$ cat src/nested_irq_consts.svh
/*
 constants for the nested interrupt controller: widths, positions, vectors, reset values.
 assumes inclusion by bare name from the package and modules.
*/
`ifndef NESTED_IRQ_CONSTS_SVH
`define NESTED_IRQ_CONSTS_SVH
// ==========================================
// widths
`define IRQ_COUNT 10
`define ADDR_WIDTH 32
// ==========================================
// source bit positions, equal to priority
`define SRC_SYNC 0
`define SRC_SW_EXC 1
`define SRC_MEM_FAULT 2
`define SRC_TIMER0 3
`define SRC_TIMER1 4
`define SRC_MESSAGE 5
`define SRC_DMA0 6
`define SRC_DMA1 7
`define SRC_WAND 8
`define SRC_USER 9
// ==========================================
// vector table
`define VECTOR_BASE 32'h0000_0000
`define VECTOR_STRIDE_SHIFT 2
// ==========================================
// status register field and reset values
`define STATUS_GID_BIT 1
`define LATCH_RESET 10'h000
`define MASK_RESET 10'h000
`define IN_SERVICE_RESET 10'h000
`define RETURN_RESET 32'h0000_0000
`define GID_RESET 1'b1
`endif

$ cat src/nested_irq_pkg.sv
/*
 types for the nested interrupt controller.
 assumes nested_irq_consts.svh is on the include path.
*/
`include "nested_irq_consts.svh"
package nested_irq_pkg;
  typedef logic [`IRQ_COUNT-1:0] irq_vec_t;
  typedef logic [`ADDR_WIDTH-1:0] addr_t;
  // special-register selector for moves to and from the controller
  typedef enum logic [2:0] {
    sreg_latch = 3'h0,
    sreg_latch_set = 3'h1,
    sreg_latch_clear = 3'h2,
    sreg_masks = 3'h3,
    sreg_in_service = 3'h4,
    sreg_return = 3'h5,
    sreg_none = 3'h7
  } sreg_sel_t;
  // controller sequencing
  typedef enum logic [2:0] {
    st_idle = 3'b001,
    st_enter = 3'b010,
    st_leave = 3'b100
  } ctl_state_t;
endpackage

$ cat src/irq_edge_detect.sv
/*
 rising edge detector for a vector of event sources.
 assumes sources are synchronous to clk_sys.
*/
`timescale 1ns/1ps
module irq_edge_detect #(
  parameter int WIDTH = 10
) (
  input wire logic clk_sys,
  input wire logic rstn,
  input wire logic [WIDTH-1:0] level,
  output logic [WIDTH-1:0] rise
);
  logic [WIDTH-1:0] level_q;

  initial begin
    if (WIDTH < 1) begin
      $error("irq_edge_detect: WIDTH must be at least 1");
    end
  end

  always_ff @(posedge clk_sys) begin
    if (!rstn) begin
      level_q <= '0;
    end else begin
      level_q <= level;
    end
  end

  // history starts low, so a source already high at reset release latches on the first edge after it
  assign rise = level & ~level_q;
endmodule

$ cat src/core_nested_interrupt_controller.sv
/*
 per-core prioritized nested interrupt controller: latch, masks, in-service flags,
 return address, global disable flag and program-counter redirection.
 assumes the pipeline pulses its instruction strobes for one cycle, honours take_irq
 and return_taken within the same cycle, and drives special-register moves synchronously.
*/
`timescale 1ns/1ps
`include "nested_irq_consts.svh"

module core_nested_interrupt_controller #(
  parameter int IRQ_COUNT = `IRQ_COUNT,
  parameter int ADDR_WIDTH = `ADDR_WIDTH
) (
  input wire logic clk_sys,
  input wire logic rstn,
  // event sources
  input wire logic sync_signal,
  input wire logic fp_exception,
  input wire logic invalid_instr,
  input wire logic alignment_error,
  input wire logic mem_protect_fault,
  input wire logic timer0_expired,
  input wire logic timer1_expired,
  input wire logic message_event,
  input wire logic dma0_done,
  input wire logic dma1_done,
  input wire logic wand_signal,
  // instruction strobes from the pipeline
  input wire logic global_disable_instr,
  input wire logic global_enable_instr,
  input wire logic return_from_handler,
  input wire logic sync_instr,
  input wire logic remote_load_pending,
  input wire logic [ADDR_WIDTH-1:0] next_pc,
  // special-register moves
  input wire logic sreg_write,
  input wire nested_irq_pkg::sreg_sel_t sreg_sel,
  input wire logic [ADDR_WIDTH-1:0] sreg_wdata,
  output logic [ADDR_WIDTH-1:0] sreg_rdata,
  // program flow
  output logic take_irq,
  output logic return_taken,
  output logic [ADDR_WIDTH-1:0] redirect_pc,
  output logic global_disable,
  output logic sync_group_out,
  output logic [IRQ_COUNT-1:0] interrupt_latch,
  output logic [IRQ_COUNT-1:0] interrupt_masks,
  output logic [IRQ_COUNT-1:0] in_service_flags,
  output logic [ADDR_WIDTH-1:0] return_address
);
  import nested_irq_pkg::*;

  // ==========================================
  // elaboration checks
  initial begin
    if (IRQ_COUNT != `IRQ_COUNT) begin
      $error("core_nested_interrupt_controller: IRQ_COUNT must be 10");
    end
    if (ADDR_WIDTH != `ADDR_WIDTH) begin
      $error("core_nested_interrupt_controller: ADDR_WIDTH must be 32");
    end
    // the index helpers return four bits, so a wider latch would alias vectors
    if (IRQ_COUNT > 15) begin
      $error("core_nested_interrupt_controller: IRQ_COUNT exceeds the index width");
    end
    // bit 0 is forced by the sync instruction and the top bit is software only
    if (`SRC_SYNC != 0 || `SRC_USER != IRQ_COUNT - 1) begin
      $error("core_nested_interrupt_controller: source map does not span the latch");
    end
    // four bytes per entry hold exactly one 32-bit relative branch
    if (`VECTOR_STRIDE_SHIFT != 2) begin
      $error("core_nested_interrupt_controller: vector entries must be four bytes apart");
    end
    // the highest vector must be reachable through redirect_pc
    if (ADDR_WIDTH < 6) begin
      $error("core_nested_interrupt_controller: ADDR_WIDTH too small for the vector table");
    end
  end

  // ==========================================
  // helpers
  // lowest set bit index, which is the highest priority
  function automatic logic [3:0] top_index(input logic [IRQ_COUNT-1:0] v);
    logic [3:0] idx;
    idx = 4'hf;
    for (int i = IRQ_COUNT - 1; i >= 0; i--) begin
      if (v[i]) begin
        idx = 4'(i);
      end
    end
    return idx;
  endfunction

  // one-hot of the lowest set bit
  function automatic logic [IRQ_COUNT-1:0] top_onehot(input logic [IRQ_COUNT-1:0] v);
    return v & (~v + 1'b1);
  endfunction

  // write strobe for one special register; one decode serves every write path
  function automatic logic sreg_hit(input logic wr, input sreg_sel_t sel, input sreg_sel_t target);
    return wr && (sel == target);
  endfunction

  // mask of all bits strictly below the lowest set bit (higher priorities)
  function automatic logic [IRQ_COUNT-1:0] above_mask(input logic [IRQ_COUNT-1:0] v);
    logic [IRQ_COUNT-1:0] oh;
    oh = top_onehot(v);
    return (v == '0) ? '1 : (oh - 1'b1);
  endfunction

  // ==========================================
  // source edges
  logic [IRQ_COUNT-1:0] src_level;
  logic [IRQ_COUNT-1:0] src_rise;

  always_comb begin
    src_level = '0;
    src_level[`SRC_SYNC] = sync_signal;
    src_level[`SRC_SW_EXC] = fp_exception | invalid_instr | alignment_error;
    src_level[`SRC_MEM_FAULT] = mem_protect_fault;
    src_level[`SRC_TIMER0] = timer0_expired;
    src_level[`SRC_TIMER1] = timer1_expired;
    src_level[`SRC_MESSAGE] = message_event;
    src_level[`SRC_DMA0] = dma0_done;
    src_level[`SRC_DMA1] = dma1_done;
    src_level[`SRC_WAND] = wand_signal;
    src_level[`SRC_USER] = 1'b0;
  end

  irq_edge_detect #(
    .WIDTH(IRQ_COUNT)
  ) u_edges (
    .clk_sys(clk_sys),
    .rstn(rstn),
    .level(src_level),
    .rise(src_rise)
  );

  // ==========================================
  // selection
  logic [IRQ_COUNT-1:0] eligible;
  logic [IRQ_COUNT-1:0] chosen;
  logic [3:0] chosen_idx;
  logic [IRQ_COUNT-1:0] top_service;
  logic can_take;
  logic wr_latch;
  logic wr_set;
  logic wr_clear;
  logic wr_masks;
  logic wr_return;

  assign wr_latch = sreg_hit(sreg_write, sreg_sel, sreg_latch);
  assign wr_set = sreg_hit(sreg_write, sreg_sel, sreg_latch_set);
  assign wr_clear = sreg_hit(sreg_write, sreg_sel, sreg_latch_clear);
  assign wr_masks = sreg_hit(sreg_write, sreg_sel, sreg_masks);
  assign wr_return = sreg_hit(sreg_write, sreg_sel, sreg_return);

  // only priorities above every active level, unmasked
  assign eligible = interrupt_latch & ~interrupt_masks & above_mask(in_service_flags);
  assign chosen = top_onehot(eligible);
  assign chosen_idx = top_index(eligible);
  assign top_service = top_onehot(in_service_flags);

  // a pending remote load stalls entry; the latch keeps the event meanwhile
  assign can_take = (eligible != '0) && !global_disable && !remote_load_pending
    && !return_from_handler;

  // ==========================================
  // handshake outputs
  always_comb begin
    take_irq = can_take;
    return_taken = return_from_handler;
  end

  // ==========================================
  // redirect address
  always_ff @(posedge clk_sys) begin
    if (!rstn) begin
      redirect_pc <= `RETURN_RESET;
    end else if (can_take) begin
      redirect_pc <= `VECTOR_BASE + (ADDR_WIDTH'(chosen_idx) << `VECTOR_STRIDE_SHIFT);
    end else if (return_from_handler) begin
      redirect_pc <= return_address;
    end
  end

  // ==========================================
  // interrupt latch
  logic [IRQ_COUNT-1:0] next_latch;

  always_comb begin
    next_latch = interrupt_latch;
    if (wr_latch) begin
      next_latch = sreg_wdata[IRQ_COUNT-1:0];
    end
    if (wr_clear) begin
      next_latch = next_latch & ~sreg_wdata[IRQ_COUNT-1:0];
    end
    if (can_take) begin
      next_latch = next_latch & ~chosen;
    end
    if (wr_set) begin
      next_latch = next_latch | sreg_wdata[IRQ_COUNT-1:0];
    end
    // new edges win over any clear in the same cycle
    next_latch = next_latch | src_rise;
    if (sync_instr) begin
      next_latch[`SRC_SYNC] = 1'b1;
    end
  end

  always_ff @(posedge clk_sys) begin
    if (!rstn) begin
      interrupt_latch <= `LATCH_RESET;
    end else begin
      interrupt_latch <= next_latch;
    end
  end

  // the group broadcast lets the sync fabric raise bit 0 on the other cores
  always_ff @(posedge clk_sys) begin
    if (!rstn) begin
      sync_group_out <= 1'b0;
    end else begin
      sync_group_out <= sync_instr;
    end
  end

  // ==========================================
  // masks
  always_ff @(posedge clk_sys) begin
    if (!rstn) begin
      interrupt_masks <= `MASK_RESET;
    end else if (wr_masks) begin
      interrupt_masks <= sreg_wdata[IRQ_COUNT-1:0];
    end
  end

  // ==========================================
  // in-service flags
  always_ff @(posedge clk_sys) begin
    if (!rstn) begin
      in_service_flags <= `IN_SERVICE_RESET;
    end else if (can_take) begin
      in_service_flags <= in_service_flags | chosen;
    end else if (return_from_handler) begin
      in_service_flags <= in_service_flags & ~top_service;
    end
  end

  // ==========================================
  // return address
  always_ff @(posedge clk_sys) begin
    if (!rstn) begin
      return_address <= `RETURN_RESET;
    end else if (can_take) begin
      return_address <= next_pc;
    end else if (wr_return) begin
      return_address <= sreg_wdata;
    end
  end

  // ==========================================
  // global disable flag
  always_ff @(posedge clk_sys) begin
    if (!rstn) begin
      global_disable <= `GID_RESET;
    end else if (can_take || global_disable_instr) begin
      global_disable <= 1'b1;
    end else if (global_enable_instr || return_from_handler) begin
      global_disable <= 1'b0;
    end
  end

  // ==========================================
  // special-register reads
  always_ff @(posedge clk_sys) begin
    if (!rstn) begin
      sreg_rdata <= '0;
    end else begin
      unique case (sreg_sel)
        sreg_latch: sreg_rdata <= ADDR_WIDTH'(interrupt_latch);
        sreg_masks: sreg_rdata <= ADDR_WIDTH'(interrupt_masks);
        sreg_in_service: sreg_rdata <= ADDR_WIDTH'(in_service_flags);
        sreg_return: sreg_rdata <= return_address;
        default: sreg_rdata <= '0;
      endcase
    end
  end
endmodule

$ cat config.mk
export PLATFORM = sky130hd
export DESIGN_NAME = core_nested_interrupt_controller
export DESIGN_NICKNAME = d
export VERILOG_FILES = /design/src/nested_irq_pkg.sv /design/src/irq_edge_detect.sv /design/src/core_nested_interrupt_controller.sv
export VERILOG_INCLUDE_DIRS = /design/src
export SDC_FILE = /design/constraint.sdc
export NUM_CORES = 1
export LEC_CHECK = 0
export BUFFER_PORTS_ARGS = -buffer_cell sky130_fd_sc_hd__buf_2
export CAP_MARGIN = 5
export CORE_MARGIN = 2
export CORE_UTILIZATION = 46
export CTS_BUF_LIST = sky130_fd_sc_hd__clkbuf_4
export DETAILED_ROUTE_END_ITERATION = 10
export PLACE_DENSITY = 0.78
export SETUP_SLACK_MARGIN = 0.4
export SKIP_CTS_REPAIR_TIMING = 1
export SLEW_MARGIN = 30
export SYNTH_ARGS = -nofsm -noshare
export SYNTH_HDL_FRONTEND = slang
export SYNTH_HIERARCHICAL = 1
export SYNTH_SLANG_ARGS = --single-unit
$ cat constraint.sdc
create_clock -name clk_sys -period 2 [get_ports clk_sys]
set_clock_uncertainty 0.05 [all_clocks]
set_input_delay 0 -clock clk_sys [delete_from_list [all_inputs] [get_ports clk_sys]]
set_output_delay 0 -clock clk_sys [all_outputs]
set_load 0.1 [all_outputs]
==> metrics.txt <==
# TYPE chip_impl_metric gauge
chip_impl_metric{name="tightest_slew",unit="ps"} 540.9
chip_impl_metric{name="grt_first_pass_wirelength",unit="mm"} 28.99
chip_impl_metric{name="pin_count_of_the_biggest_net_entering_global_routing",unit=""} 41
chip_impl_metric{name="fillers",unit=""} 862
chip_impl_metric{name="worst_slew_margin_rel",unit=""} 0.6419
chip_impl_metric{name="finalHoldViolCount",unit=""} 2
chip_impl_metric{name="cp_data_arrival_time",unit="ps"} 2290
chip_impl_metric{name="floorplan.rows",unit=""} 41
chip_impl_metric{name="pin_count",unit=""} 216
chip_impl_metric{name="critical_path.max_stage_delay",unit="ps"} 380
chip_impl_info{name="worstPathCellList",value="nor4_4 > and2b_2 > o31ai_4 > a21o_4 > buf_12 > clkinvlp_4 > buf_12"} 1
chip_impl_metric{name="clkSlewWorstSetupHoldPaths",unit="ps"} 130
chip_impl_metric{name="cts_sinks",unit=""} 138
chip_impl_metric{name="post-route-drc-count",unit=""} 0
chip_impl_info{name="hold_class",value="in -> reg"} 1
chip_impl_metric{name="synth_async_sr_flop_share",unit=""} 0
chip_impl_metric{name="min_period",unit="ps"} 2343
chip_impl_metric{name="max-cap-violations",unit=""} 0
chip_impl_metric{name="hpwlAfterDp",unit="mm"} 13.51
chip_impl_metric{name="initial_utilization",unit=""} 0.4707
chip_impl_info{name="startpoint_type_of_the_worst_setup_path",value="flip-flop"} 1
chip_impl_metric{name="max-clock-path-buffers",unit=""} 2
chip_impl_info{name="outcome",value="finished, violations left"} 1
chip_impl_metric{name="route.detailed.wl_per_inst",unit="um"} 18.55
chip_impl_metric{name="yosys.cell_types.count",unit=""} 60
chip_impl_metric{name="final_antenna_net_count",unit=""} 0
chip_impl_metric{name="leakage_power",unit="nW"} 4.182
chip_impl_metric{name="timing.fmax",unit="GHz"} 0.4268
chip_impl_metric{name="dr_vias_cell",unit=""} 5.569
chip_impl_info{name="path_delay_family",value="simple AND/OR/NAND/NOR gates"} 1
chip_impl_metric{name="synth-seq-cells",unit=""} 138
chip_impl_metric{name="ir_drop",unit="mV"} 0.5486
chip_impl_metric{name="fp.dieH",unit="um"} 117.4
chip_impl_info{name="timing.critical_path.to_type",value="output port"} 1
chip_impl_metric{name="placeableCoreArea",unit="sq um"} 12570
chip_impl_info{name="violations",value="hold timing, setup timing"} 1
chip_impl_metric{name="synth-warning-count",unit=""} 6
chip_impl_metric{name="cts.htree.levels",unit=""} 4
chip_impl_metric{name="syn_area",unit="sq um"} 5916
chip_impl_metric{name="drt_iter0_markers",unit=""} 675
chip_impl_info{name="timing.critical_path.mode_cell",value="sky130_fd_sc_hd__buf_12"} 1
chip_impl_metric{name="portBuffers",unit=""} 215
chip_impl_metric{name="hold_ws",unit="ps"} -122.4
chip_impl_metric{name="power-per-cell-area",unit="nW/um^2"} 669.0
chip_impl_metric{name="timing.final.max_slew_violations",unit=""} 0
chip_impl_metric{name="layout_worst_path_cycle_share",unit=""} 1.171
chip_impl_info{name="clock-root-buffer",value="sky130_fd_sc_hd__clkbuf_4"} 1
chip_impl_metric{name="dp_slack",unit="ps"} -31.76
chip_impl_metric{name="cts_buffers",unit=""} 17
chip_impl_metric{name="area.growth.synth_to_final",unit="%"} 58.76
chip_impl_metric{name="crit_path_max_fanout",unit=""} 6
chip_impl_info{name="tritoncts",value="built"} 1
chip_impl_metric{name="fp.dieW",unit="um"} 117.4
chip_impl_metric{name="pre_repair_dr_iteration_count",unit=""} 5
chip_impl_metric{name="grt.overflow.total",unit=""} 0
chip_impl_metric{name="antenna_violations_before_repair",unit=""} 1
chip_impl_metric{name="layout-drive-gt1-share",unit=""} 0.4230
chip_impl_info{name="setup.worst_path.class",value="reg -> out"} 1
chip_impl_metric{name="final_core_utilization",unit=""} 0.7472
chip_impl_metric{name="multi_input_area",unit="sq um"} 3273
chip_impl_info{name="library_cell_contributing_the_largest_single_delay_on_the_critical_path",value="sky130_fd_sc_hd__dfxtp_4"} 1
chip_impl_metric{name="route.final.wire_length",unit="mm"} 22.11
chip_impl_metric{name="synth_sequential_area_ratio",unit=""} 0.4670
chip_impl_metric{name="setup_viol_count_final",unit=""} 30
chip_impl_metric{name="vias_in_the_first_global_route",unit=""} 5588
chip_impl_metric{name="die_outline_area",unit="sq um"} 13780
chip_impl_metric{name="grt_usage",unit=""} 0.2641
chip_impl_metric{name="finish.net_count",unit=""} 1092
chip_impl_metric{name="insertion_delay",unit="ps"} 580
chip_impl_metric{name="final-seq-area",unit="sq um"} 2846
chip_impl_metric{name="timing.critical_path.buf_inv",unit=""} 3
chip_impl_metric{name="setup_ws",unit="ps"} -342.8
chip_impl_metric{name="syn-instance-count",unit=""} 658
chip_impl_metric{name="setup_total_negative_slack",unit="ps"} -2740
chip_impl_metric{name="worst_ep_required_time",unit="ps"} 1950
chip_impl_info{name="rsz0062_at_grt",value="true"} 1
chip_impl_metric{name="syn_avg_cell_area",unit="sq um"} 8.990
chip_impl_metric{name="number_of_vias_in_the_routed_layout",unit=""} 6638
chip_impl_metric{name="count_of_flip_flops_with_a_built_in_enable_after_synthesis",unit=""} 0
chip_impl_info{name="synth_top_flop_cell",value="sky130_fd_sc_hd__dfxtp_1"} 1
chip_impl_metric{name="globalplace.congestion",unit=""} 0.8827
[per-stage QoR]
step                      std cells  power (mW)  instance area, sq um
after CTS                      1068       6.019                  7776
after detailed placement       1036       4.322                  7518
after global placement         1036       4.308                  7518
after global routing           1192       6.500                  9392
final                          1192       6.283                  9392
after floorplan                 659       3.958                  6122
[flip-flops by register name (all words and copies together) (netlist names)]
signal and count:
global_disable 1, in_service_flags 10, interrupt_latch 10, interrupt_masks 10, redirect_pc 32, return_address 32, sreg_rdata 32, sync_group_out 1
u_edges/level_q 10
[cell usage in the layout, fill, tap and decap left out, types with 6 or more instances in the layout]
cell type,count
sky130_fd_sc_hd__nand3_1,34
sky130_fd_sc_hd__mux2i_1,32
sky130_fd_sc_hd__and3_1,22
sky130_fd_sc_hd__a311oi_2,31
sky130_fd_sc_hd__buf_4,44
sky130_fd_sc_hd__nand2_1,68
sky130_fd_sc_hd__buf_2,211
sky130_fd_sc_hd__nor2_1,68
sky130_fd_sc_hd__dfxtp_4,18
sky130_fd_sc_hd__a21oi_1,35
sky130_fd_sc_hd__dfxtp_1,107
sky130_fd_sc_hd__nor2_4,12
sky130_fd_sc_hd__dlygate4sd3_1,103
sky130_fd_sc_hd__nor3_1,6
sky130_fd_sc_hd__dfxtp_2,13
sky130_fd_sc_hd__a221oi_1,10
sky130_fd_sc_hd__nor2b_1,18
sky130_fd_sc_hd__buf_12,10
sky130_fd_sc_hd__a22oi_1,11
sky130_fd_sc_hd__nor4_4,6
sky130_fd_sc_hd__clkbuf_4,20
sky130_fd_sc_hd__and2_1,14
sky130_fd_sc_hd__nand2b_1,7
sky130_fd_sc_hd__nor2_2,17
sky130_fd_sc_hd__o21ai_0,8
[worst paths after layout]
path	start	endpoint	slack (ps)	cells after the start
max	in_service_flags[3]	take_irq	-340	7
min	return_from_handler	interrupt_latch[2]	-120	4
min reg2reg	interrupt_masks[9]	interrupt_masks[9]	430	2
max reg2reg	in_service_flags[3]	return_address[16]	-150	9
[Yosys cell counts (all sizes together), types with 2 or more instances]
master,count,area (sq um)
inv,4,15.01
nor2,97,366.6
o211a,2,20.02
nand2b,8,50.05
a21oi,37,196.4
and3,22,137.6
mux2i,32,320.3
o21ai,10,50.05
buf,14,103.9
o31ai,2,20.02
o21a,2,15.01
a311oi,32,399.1
nor4,7,77.58
o211ai,4,30.03
o221a,2,22.52
dfxtp,138,2763
or3,2,12.51
nor2b,18,112.6
o22ai,3,18.77
o32ai,2,17.52
nor4b,2,23.77
a22oi,11,82.58
a221oi,10,87.58
clkbuf,36,135.1
a31oi,4,25.02
nand3,37,185.2
and2,14,87.58
a21o,2,15.01
or3b,2,20.02
nand2,68,255.2
a211oi,5,42.54
nor3b,4,35.03
nor3,10,50.05
[tightest hold or removal path: cells and delay by family]
family                 cells  cell delay [ps]
buffers and inverters      1              110
AOI/OAI and AO/OA          1               90
and+or+nand+nor            2              250
[cells by family after synthesis]
family                 after synthesis  share of synthesized area
XOR/XNOR                             1                   0.001481
multiplexers                        32                    0.05415
AO/OA/AOI/OAI                      134                     0.1857
buffers and inverters               54                    0.04294
other                                1                  0.0006339
AND/OR/NAND/NOR                    298                     0.2481
flip-flops                         138                     0.4670
[final cells by class]
class | count | share of cell area
clock buffer | 18 | 0.01439
inverter | 4 | 0.001998
timing repair buffer | 378 | 0.2958
sequential | 138 | 0.3031
multi-input combinational | 467 | 0.3485
tap | 172 | 0.02291
antenna | 1 | 0.0002665
clock inverter | 14 | 0.01306
[power breakdown]
group | switching (mW) | internal [mW] | leakage, nW | total (mW)
sequential | 0.0827 | 2.83 | 1.14 | 2.91
combinational | 1.10 | 0.517 | 2.90 | 1.62
clock | 1.12 | 0.635 | 0.143 | 1.76
total | 2.30 | 3.98 | 4.18 | 6.28
[layer usage]
metal / part of all wire / up-vias / GRT usage
li1: - / 3072 / -
met1: 0.40 / 3120 / 0.3304
met2: 0.49 / 391 / 0.4357
met3: 0.084 / 55 / 0.06955
met4: 0.028 / 0 / 0.1024
met5: 0 / - / 0
(Power assumes the default switching activity.)
